[src/timer_regs.svh]
// register offsets, field positions, reset values and timing counts of the
// reloadable down timer; assumes a 100 MHz system clock on clk_in
`ifndef TIMER_REGS_SVH
`define TIMER_REGS_SVH

// register indices; the apb byte address is four times the index
`define TMR_IDX_IRQ_FLAG    12'hF02
`define TMR_IDX_IRQ_ENABLE  12'hF12
`define TMR_IDX_COUNT_LOW   12'hF24
`define TMR_IDX_COUNT_HIGH  12'hF25
`define TMR_IDX_RELOAD_LOW  12'hF26
`define TMR_IDX_RELOAD_HIGH 12'hF27
`define TMR_IDX_RUN_CTRL    12'hF78
`define TMR_IDX_CLOCK_CTRL  12'hF79

// field positions inside the 4-bit registers
`define TMR_BIT_IRQ_FLAG    0
`define TMR_BIT_IRQ_ENABLE  0
`define TMR_BIT_RUN         0
`define TMR_BIT_STROBE      1
`define TMR_BIT_CLOCK_OUT   3
`define TMR_SEL_MSB         2
`define TMR_SEL_LSB         0

// reset values
`define TMR_RST_RUN         1'h0
`define TMR_RST_IRQ_ENABLE  1'h0
`define TMR_RST_IRQ_FLAG    1'h0
`define TMR_RST_SELECT      3'h0
`define TMR_RST_CLOCK_OUT   1'h0
`define TMR_RST_EXT_LEVEL   1'h1

// timing: system clock rate and the toggle rate of the 8192 Hz tap
`define TMR_CLK_HZ          32'h05F5_E100
`define TMR_TAP_TOGGLE_HZ   32'h0000_4000
`define TMR_PRESCALE_DIV    (`TMR_CLK_HZ / `TMR_TAP_TOGGLE_HZ)

`endif

[src/timer_pkg.sv]
// types shared by the reloadable down timer modules
// assumes the constants of timer_regs.svh for offsets and counts
package timer_pkg;

  // input clock selector codes
  typedef enum logic [2:0] {
    SEL_EXT_FILTERED = 3'h0,
    SEL_EXT_DIRECT   = 3'h1,
    SEL_TAP_256      = 3'h2,
    SEL_TAP_512      = 3'h3,
    SEL_TAP_1024     = 3'h4,
    SEL_TAP_2048     = 3'h5,
    SEL_TAP_4096     = 3'h6,
    SEL_TAP_8192     = 3'h7
  } clk_sel_t;

  // register index as seen by software
  typedef logic [11:0] reg_index_t;

endpackage : timer_pkg

[src/count_clock_if.sv]
// signals between the timer core, its clock source and the pin filter
// assumes all three parties run on the same system clock
`timescale 1ns/1ns
`default_nettype none

interface count_clock_if;
  timer_pkg::clk_sel_t select;       // chosen input clock
  logic                sample_256;   // one pulse per 256 Hz period
  logic                ext_filtered; // debounced external pin level
  logic                level;        // selected input clock level
  logic                count_tick;   // falling edge of the selected clock

  modport source (input select, input ext_filtered,
                  output sample_256, output level, output count_tick);
  modport filter (input sample_256, output ext_filtered);
  modport sink   (output select, input level, input count_tick);
endinterface : count_clock_if

`default_nettype wire

[src/reload_down_timer.sv]
// reloadable 8-bit down timer: apb register file, counter, zero flag
// assumes an apb3 master on clk_in and a pin synchronous to clk_in
//
// Notes on behaviour
// - run bit starts or stops decrementing
// - stopped counter holds its value
// - reset clears the run bit
// - count read as low and high nibble
// - writes to count nibbles are ignored
// - count undefined until first reload
// - enable bit zero readable, writable mask
// - reset clears the interrupt enable
// - flag set at zero regardless of enable
// - flag reads event state, writes ignored
// - reset clears the interrupt flag
// - reload zero gives 256 count period
// - zero reloads counter and keeps counting
// - decrement on falling input clock edge
// - strobe loads reload value, reads zero
// - three-bit selector picks input clock
`timescale 1ns/1ns
`default_nettype none
`include "timer_regs.svh"

module reload_down_timer #(
  parameter int unsigned PRESCALE_DIV = `TMR_PRESCALE_DIV,
  parameter int unsigned ADDR_W       = 14
) (
  // clock and reset
  input  wire logic              clk_in,
  input  wire logic              rstn_in,
  // apb slave
  input  wire logic              psel_in,
  input  wire logic              penable_in,
  input  wire logic              pwrite_in,
  input  wire logic [ADDR_W-1:0] paddr_in,
  input  wire logic [31:0]       pwdata_in,
  output var  logic [31:0]       prdata_out,
  output logic                   pready_out,
  output logic                   pslverr_out,
  // external count pin
  input  wire logic              external_count_input_in,
  // cpu interrupt request and selected clock monitor
  output logic                   irq_out,
  output var  logic              selected_clock_out
);

  // ---------------------------------------------------------------------
  // state
  // ---------------------------------------------------------------------
  logic                timer_run_bit;
  logic                timer_irq_enable;
  logic                timer_irq_flag;
  logic                clock_out_enable;
  timer_pkg::clk_sel_t input_clock_select;
  logic [7:0]          reload_value;
  logic [7:0]          count;

  // bus decode
  timer_pkg::reg_index_t index;
  logic                  aligned;
  logic                  hit;
  logic                  access;
  logic                  wr_en;
  logic                  rd_done;
  logic [3:0]            wnib;
  logic [3:0]            next_rdata;

  // counter control
  logic timer_reload_strobe;
  logic zero_event;

  count_clock_if cc ();

  // ---------------------------------------------------------------------
  // helpers
  // ---------------------------------------------------------------------

  // true when the register index is one that software may access
  function automatic logic is_mapped(input timer_pkg::reg_index_t idx);
    unique case (idx)
      `TMR_IDX_IRQ_FLAG,
      `TMR_IDX_IRQ_ENABLE,
      `TMR_IDX_COUNT_LOW,
      `TMR_IDX_COUNT_HIGH,
      `TMR_IDX_RELOAD_LOW,
      `TMR_IDX_RELOAD_HIGH,
      `TMR_IDX_RUN_CTRL,
      `TMR_IDX_CLOCK_CTRL: is_mapped = 1'b1;
      default:             is_mapped = 1'b0;
    endcase
  endfunction : is_mapped

  // write strobe for one register index, taken in the access phase
  function automatic logic write_to(input logic en,
                                    input timer_pkg::reg_index_t cur,
                                    input timer_pkg::reg_index_t idx);
    write_to = en && (cur == idx);
  endfunction : write_to

  // ---------------------------------------------------------------------
  // apb decode: zero wait states, every access finishes in one access cycle
  // ---------------------------------------------------------------------
  assign index   = timer_pkg::reg_index_t'(paddr_in[ADDR_W-1:2]);
  assign aligned = (paddr_in[1:0] == 2'h0);
  assign hit     = aligned && is_mapped(index);
  assign access  = psel_in && penable_in;
  assign wr_en   = access && pwrite_in && hit;
  assign rd_done = access && !pwrite_in && hit;
  assign wnib    = pwdata_in[3:0];

  assign pready_out  = 1'b1;
  // unmapped or misaligned addresses answer with an error, no side effect
  assign pslverr_out = access && !hit;

  // ---------------------------------------------------------------------
  // control register: run bit and reload strobe
  // ---------------------------------------------------------------------

  // the run bit is kept across a reload; only software changes it
  always_ff @(posedge clk_in or negedge rstn_in) begin
    if (!rstn_in) begin
      timer_run_bit <= `TMR_RST_RUN;
    end else if (write_to(wr_en, index, `TMR_IDX_RUN_CTRL)) begin
      timer_run_bit <= wnib[`TMR_BIT_RUN];
    end
  end

  // the strobe is write-only and exists only for the write cycle
  assign timer_reload_strobe = write_to(wr_en, index, `TMR_IDX_RUN_CTRL)
                               && wnib[`TMR_BIT_STROBE];

  // ---------------------------------------------------------------------
  // clock control: input selector and clock monitor enable
  // ---------------------------------------------------------------------
  always_ff @(posedge clk_in or negedge rstn_in) begin
    if (!rstn_in) begin
      input_clock_select <= timer_pkg::clk_sel_t'(`TMR_RST_SELECT);
      clock_out_enable   <= `TMR_RST_CLOCK_OUT;
    end else if (write_to(wr_en, index, `TMR_IDX_CLOCK_CTRL)) begin
      input_clock_select <= timer_pkg::clk_sel_t'(wnib[`TMR_SEL_MSB:`TMR_SEL_LSB]);
      clock_out_enable   <= wnib[`TMR_BIT_CLOCK_OUT];
    end
  end

  assign cc.select = input_clock_select;

  // ---------------------------------------------------------------------
  // reload value: no reset, it is undefined until software writes it
  // ---------------------------------------------------------------------
  always_ff @(posedge clk_in) begin
    if (write_to(wr_en, index, `TMR_IDX_RELOAD_LOW)) begin
      reload_value[3:0] <= wnib;
    end
    if (write_to(wr_en, index, `TMR_IDX_RELOAD_HIGH)) begin
      reload_value[7:4] <= wnib;
    end
  end

  // ---------------------------------------------------------------------
  // input clock: prescaler taps, pin filter and edge detection
  // ---------------------------------------------------------------------
  pin_noise_rejector u_filter (
    .clk_in  (clk_in),
    .rstn_in (rstn_in),
    .pin_in  (external_count_input_in),
    .cc      (cc.filter)
  );

  timer_clock_source #(
    .PRESCALE_DIV (PRESCALE_DIV)
  ) u_source (
    .clk_in        (clk_in),
    .rstn_in       (rstn_in),
    .ext_direct_in (external_count_input_in),
    .cc            (cc.source)
  );

  // ---------------------------------------------------------------------
  // down counter
  // ---------------------------------------------------------------------

  // a tick that takes the count from 01 reaches zero; the reload is done in
  // the same edge so the readout goes straight from 01 to the reload value.
  // with a reload of 00 the count passes 00 then FF, a 256-tick period.
  assign zero_event = timer_run_bit && cc.count_tick
                      && !timer_reload_strobe && (count == 8'h01);

  // no reset: the count is undefined until the first reload
  always_ff @(posedge clk_in) begin
    if (timer_reload_strobe) begin
      count <= reload_value;
    end else if (timer_run_bit && cc.count_tick) begin
      if (count == 8'h01) begin
        count <= reload_value;
      end else begin
        count <= 8'(count - 8'h01);
      end
    end
    // otherwise the count is held, also while stopped
  end

  // ---------------------------------------------------------------------
  // interrupt flag and enable
  // ---------------------------------------------------------------------

  // the flag is cleared by software reading it; a zero event in the same
  // cycle as that read wins, but one in the setup cycle of the read is cleared unread
  always_ff @(posedge clk_in or negedge rstn_in) begin
    if (!rstn_in) begin
      timer_irq_flag <= `TMR_RST_IRQ_FLAG;
    end else if (zero_event) begin
      timer_irq_flag <= 1'b1;
    end else if (rd_done && (index == `TMR_IDX_IRQ_FLAG)) begin
      timer_irq_flag <= 1'b0;
    end
  end

  // the mask only gates the request, never the flag itself
  always_ff @(posedge clk_in or negedge rstn_in) begin
    if (!rstn_in) begin
      timer_irq_enable <= `TMR_RST_IRQ_ENABLE;
    end else if (write_to(wr_en, index, `TMR_IDX_IRQ_ENABLE)) begin
      timer_irq_enable <= wnib[`TMR_BIT_IRQ_ENABLE];
    end
  end

  assign irq_out = timer_irq_flag && timer_irq_enable;

  // ---------------------------------------------------------------------
  // read mux: built in the setup cycle so prdata comes from a flip-flop
  // ---------------------------------------------------------------------
  always_comb begin
    next_rdata = 4'h0;
    unique case (index)
      `TMR_IDX_IRQ_FLAG:    next_rdata[`TMR_BIT_IRQ_FLAG]   = timer_irq_flag;
      `TMR_IDX_IRQ_ENABLE:  next_rdata[`TMR_BIT_IRQ_ENABLE] = timer_irq_enable;
      `TMR_IDX_COUNT_LOW:   next_rdata = count[3:0];
      `TMR_IDX_COUNT_HIGH:  next_rdata = count[7:4];
      `TMR_IDX_RELOAD_LOW:  next_rdata = reload_value[3:0];
      `TMR_IDX_RELOAD_HIGH: next_rdata = reload_value[7:4];
      `TMR_IDX_RUN_CTRL:    next_rdata[`TMR_BIT_RUN] = timer_run_bit; // strobe reads 0
      `TMR_IDX_CLOCK_CTRL: begin
        next_rdata[`TMR_SEL_MSB:`TMR_SEL_LSB] = input_clock_select;
        next_rdata[`TMR_BIT_CLOCK_OUT]        = clock_out_enable;
      end
      default:              next_rdata = 4'h0;
    endcase
  end

  // the count nibbles have no write path at all
  // a running count can move between setup and access; software stops the
  // timer around a two-nibble read, which keeps both halves consistent
  always_ff @(posedge clk_in or negedge rstn_in) begin
    if (!rstn_in) begin
      prdata_out <= 32'h0000_0000;
    end else if (psel_in && !penable_in) begin
      prdata_out <= (!pwrite_in && hit) ? {28'h000_0000, next_rdata} : 32'h0000_0000;
    end
  end

  // ---------------------------------------------------------------------
  // selected input clock monitor pin
  // ---------------------------------------------------------------------
  always_ff @(posedge clk_in or negedge rstn_in) begin
    if (!rstn_in) begin
      selected_clock_out <= 1'b0;
    end else begin
      selected_clock_out <= clock_out_enable && cc.level;
    end
  end

endmodule : reload_down_timer

`default_nettype wire

[src/pin_noise_rejector.sv]
// debounce of the external count pin, sampled at 256 Hz
// assumes the pin is already synchronous to clk_in
`timescale 1ns/1ns
`default_nettype none
`include "timer_regs.svh"

module pin_noise_rejector (
  // clock and reset
  input  wire logic clk_in,
  input  wire logic rstn_in,
  // pin and filtered result
  input  wire logic pin_in,
  count_clock_if.filter cc
);
  logic last_sample;
  logic stable;

  // a level passes only after two equal samples: short chatter is dropped,
  // a level held for two sample periods always gets through
  always_ff @(posedge clk_in or negedge rstn_in) begin
    if (!rstn_in) begin
      last_sample <= `TMR_RST_EXT_LEVEL;
      stable      <= `TMR_RST_EXT_LEVEL;
    end else if (cc.sample_256) begin
      last_sample <= pin_in;
      if (last_sample == pin_in) begin
        stable <= pin_in;
      end
    end
  end

  assign cc.ext_filtered = stable;
endmodule : pin_noise_rejector

`default_nettype wire

[src/timer_clock_source.sv]
// prescaler taps, input clock selection and falling edge detection
// assumes a system clock far faster than the 16384 Hz tap toggle rate
`timescale 1ns/1ns
`default_nettype none
`include "timer_regs.svh"

module timer_clock_source #(
  parameter int unsigned PRESCALE_DIV = `TMR_PRESCALE_DIV
) (
  // clock and reset
  input  wire logic clk_in,
  input  wire logic rstn_in,
  // raw external pin
  input  wire logic ext_direct_in,
  count_clock_if.source cc
);
  logic [31:0] div_count;
  logic        div_wrap;
  logic [5:0]  taps;
  logic        level;
  logic        prev_level;
  logic        next_level;

  assign div_wrap = (div_count == PRESCALE_DIV - 1);

  // divider: taps[0] toggles at 16384 Hz, so it is the 8192 Hz clock
  always_ff @(posedge clk_in or negedge rstn_in) begin
    if (!rstn_in) begin
      div_count <= 32'h0000_0000;
      taps      <= 6'h00;
    end else if (div_wrap) begin
      div_count <= 32'h0000_0000;
      taps      <= 6'(taps + 6'h01);
    end else begin
      div_count <= 32'(div_count + 32'h0000_0001);
    end
  end

  assign cc.sample_256 = div_wrap && (taps == 6'h3F);

  // selector decode
  always_comb begin
    unique case (cc.select)
      timer_pkg::SEL_EXT_FILTERED: next_level = cc.ext_filtered;
      timer_pkg::SEL_EXT_DIRECT:   next_level = ext_direct_in;
      timer_pkg::SEL_TAP_256:      next_level = taps[5];
      timer_pkg::SEL_TAP_512:      next_level = taps[4];
      timer_pkg::SEL_TAP_1024:     next_level = taps[3];
      timer_pkg::SEL_TAP_2048:     next_level = taps[2];
      timer_pkg::SEL_TAP_4096:     next_level = taps[1];
      timer_pkg::SEL_TAP_8192:     next_level = taps[0];
    endcase
  end

  // registered level and its previous value for edge detection; both reset
  // to the idle pin level so no false edge follows reset
  always_ff @(posedge clk_in or negedge rstn_in) begin
    if (!rstn_in) begin
      level      <= `TMR_RST_EXT_LEVEL;
      prev_level <= `TMR_RST_EXT_LEVEL;
    end else begin
      level      <= next_level;
      prev_level <= level;
    end
  end

  assign cc.level      = level;
  assign cc.count_tick = prev_level && !level;
endmodule : timer_clock_source

`default_nettype wire

[config.mk]
export PLATFORM = sky130hd
export DESIGN_NAME = reload_down_timer
export DESIGN_NICKNAME = d
export VERILOG_FILES = /design/src/timer_pkg.sv /design/src/count_clock_if.sv /design/src/reload_down_timer.sv /design/src/pin_noise_rejector.sv /design/src/timer_clock_source.sv
export VERILOG_INCLUDE_DIRS = /design/src /design/src/src
export SDC_FILE = /design/constraint.sdc
export NUM_CORES = 1
export LEC_CHECK = 0
export BUFFER_PORTS_ARGS = -buffer_cell sky130_fd_sc_hd__buf_2
export CORE_ASPECT_RATIO = 1.4
export CORE_MARGIN = 5
export CORE_UTILIZATION = 49
export DETAILED_ROUTE_END_ITERATION = 8
export GPL_TIMING_DRIVEN = 0
export PLACE_DENSITY = 0.77
export SLEW_MARGIN = 20
export SYNTH_ARGS = -nofsm -noshare
export SYNTH_HDL_FRONTEND = slang
export SYNTH_SLANG_ARGS = --single-unit
[constraint.sdc]
create_clock -name clk_in -period 2.1 [get_ports clk_in]
set_input_delay 0 -clock clk_in [delete_from_list [all_inputs] [get_ports clk_in]]
set_output_delay 0 -clock clk_in [all_outputs]
set_load 0.01 [all_outputs]
==> summary.md <==
| Metric | Value |
|---|---|
| Crit Path Max Fanout | `8` |
| Sequential area share after synthesis | `0.492` |
| Hold violation total from the final report | `0` |
| Slew Limit Fails | `0` |
| Pwr dens | `600 mW/mm²` |
| RSZ-0062 raised after global routing | `no` |
| Worst slack, placed | `-0.256 ns` |
| Initial antenna violation count | `0` |
| Vias | `2,715` |
| FMAX | `502 MHz` |
| Combinational fraction of design power | `0.059` |
| Clock share of power | `0.434` |
| Final Power | `2.74 mW` |
| Startpoint types | `register` |
| Clock Sinks | `70` |
| Worst Skew | `0.00753 ns` |
| Hold Path Class | `in -> reg` |
| CP max stage delay | `0.41 ns` |
| Primary FF master, synth | `dfrtp_1` |
| Crit path max-delay cell type | `dfrtp_1` |
| P_int | `2.13 mW` |
| TritonRoute pass-1 iters | `4` |
| Sw power | `0.604 mW` |
| Crit path arrival time | `2.23 ns` |
| Worst-path cell chain | `inv_1 > ha_2 > nor4b_4 > nand4_1 > buf_4 > nor4_4 > buf_4 > mux2_2` |
| DIE AREA | `0.00950 mm²` |
| Ant diodes | `0` |
| Core Box Area | `0.00741 mm²` |
| Worst-path clk slew | `0.07 ns` |
| Cells after Synth | `337` |
| Longest Clk Path Bufs | `2` |
| Leak | `2.08 nW` |
| Synth cell types | `48` |
| Switch share | `0.221` |
| CTS Root Cell | `clkbuf_8` |
| Clock tree from TritonCTS | `yes` |
| Final net count | `478` |
| EDFF count, synth | `16` |
| Synth top area share | `0.335` |
| Num rows | `37` |
| Worst skew pair latency | `0.35 ns` |
| Top cell by count, worst path | `buf_4` |
| Synthesized flop and latch total | `70` |
| Share of post-route cells with drive strength above 1 | `0.298` |
| First-pass GRT wire length | `12.7 mm` |
| Post-route cell area | `0.00456 mm²` |
| Setup WS post-layout | `0.109 ns` |
| TritonCTS buffer count | `9` |
| WP data required | `2.34 ns` |
| Detailed Route WL | `7.58 mm` |
| Post-DP Area | `0.00411 mm²` |
| Area Growth Syn to Fin | `22.1%` |
| Pin count of the biggest net entering global routing | `55` |
| HPWL after DPL | `5.37 mm` |
| DR WL/cell | `14.5 µm` |
| Final setup violation count | `0` |
| Max cap viols | `0` |
| VDD IR max | `0.000448 V` |
| Vias in the first global route | `2,840` |
| Post-synth ARST share | `0.771` |
| Slew Limit Headroom | `0.414` |
| H-tree levels | `3` |
| Period utilisation layout | `0.948` |
| Avg Synthesized Cell Area | `11.1 µm²` |
| Die Y-Extent | `113 µm` |
| Die width | `83.8 µm` |
| Tmin final | `1.99 ns` |
| Initial core utilization | `0.504` |
| Number of I/O port buffers | `29` |
| Status | `complete, no violations` |
| All-Layer GR Usage | `0.165` |
| Largest cells by area after synthesis | `dfrtp_1 (33%), edfxtp_1 (13%), xnor2_1 (5.9%)` |
| Least-Margin Pin Slew | `0.870 ns` |
| Largest area contributor in the netlist | `dfrtp_1` |
| CP Capture Type | `register` |
| Filler cells | `590` |
| DRC viols | `0` |
| Synthesis warning total | `0` |
| Antenna-violating nets left | `0` |
| Crit path kind | `reg -> reg` |
| Hold WS | `0.0287 ns` |
| IO Count | `88` |
| DR vias/cell | `5.19` |
| GR Overflow Total | `0` |
| Initial DRC count | `77` |
| GPL Wtd Cong | `0.848` |
| Sequential Power Share | `0.507` |
| Synthesized area | `0.00374 mm²` |
## cell usage after synthesis, types with 8 or more instances
cell / count
dfrtp_1: 50
nor2_1: 31
buf_4: 29
nand2_1: 27
xnor2_1: 25
edfxtp_1: 16
mux2_2: 16
nand3_1: 16
xor2_1: 15
nand4_1: 13
inv_1: 12
and3_1: 8
## cells in the final DEF, fill, tap and decap left out, types with 13 or more instances in the layout
cell | synthesis | layout
nor2_1 | 31 | 31
xor2_1 | 15 | 15
nand3_1 | 16 | 15
mux2_2 | 16 | 16
xnor2_1 | 25 | 25
dfrtp_1 | 50 | 50
conb_1 | 2 | 29
edfxtp_1 | 16 | 16
nand2_1 | 27 | 26
buf_2 | 2 | 29
buf_4 | 29 | 39
nand4_1 | 13 | 13
## logic make-up after synthesis
logic type,count (synthesis),synth area share
xor+xnor,40,0.0938
simple gates,134,0.201
other cells,2,0.00201
buf+inv,45,0.0750
compound gates,18,0.0328
fa+ha+maj,5,0.0167
mux,23,0.0871
flops,70,0.492
## final timing paths
kind,from,end,slack (ns),depth (start not counted)
max,u_source.div_count[0],u_source.taps[1],0.11,8
max reg2reg,u_source.div_count[0],u_source.taps[1],0.11,8
min,paddr_in[6],timer_irq_enable,0.03,3
min reg2reg,u_source.cc.level,u_source.prev_level,0.38,0
min in group asynchronous,rstn_in,u_source.div_count[25],0.21,2
max in group asynchronous,rstn_in,u_source.taps[0],1.43,2
## what timing repair did
item,in CTS,in global routing
hold buffers,8,0
gates resized for setup,7,10
pin swaps,2,4
endpoints found under the hold margin,67,0
cloned,0,0
buffers inserted,3,6
setup endpoints to repair,17,28
## routing by layer
metal  up-vias  track usage  wire, µm
met2        63        0.304      4230
met1      1315        0.172      2820
li1       1316            -         -
met4         0       0.0826       206
met3        21       0.0437       326
met5         -            0         0
## power groups by stage
stage                     Clock (mW)  Combinational [mW]  Sequential (mW)
final                           1.19               0.160             1.39
after global routing            1.28               0.178             1.39
after CTS                       1.22               0.158             1.39
after detailed placement           0               0.147             1.42
after global placement             0               0.145             1.42
after floorplan                    0              0.0893             1.42
## stage by stage
step,util,cells,TNS [ns]
2_1_floorplan,-,364,0
3_3_place_gp,0.554,490,-2.57
3_5_place_dp,0.554,490,-3.48
4_1_cts,0.604,517,0
5_1_grt,0.616,523,0
6_report,0.616,523,0
## critical path, delay by kind of cell, from the launching register on
family	cells	cell delay, ns
buf+inv	3	0.47
simple gates	3	0.49
mux	1	0.34
fa+ha+maj	1	0.18
flops	1	0.41
## flip-flops by register name, summed over array words and instances, names as in the netlist
register / flops
u_source.div_count: 32
count: 8
reload_value: 8
u_source.taps: 6
prdata_out: 4
cc.select: 3
clock_out_enable: 1
selected_clock_out: 1
timer_irq_enable: 1
timer_irq_flag: 1
timer_run_bit: 1
u_filter.cc.ext_filtered: 1
u_filter.last_sample: 1
u_source.cc.level: 1
u_source.prev_level: 1
## layout make-up
class	count	area, µm²	area share
Sequential cell	70	1840	0.403
Buffer	33	241	0.0529
Tap cell	97	121	0.0266
Multi-Input combinational cell	249	1800	0.395
Clock buffer	9	124	0.0271
Timing Repair Buffer	46	295	0.0647
Clock inverter	7	98.8	0.0217
Inverter	12	45.0	0.00987
(Power assumes the default switching activity.)
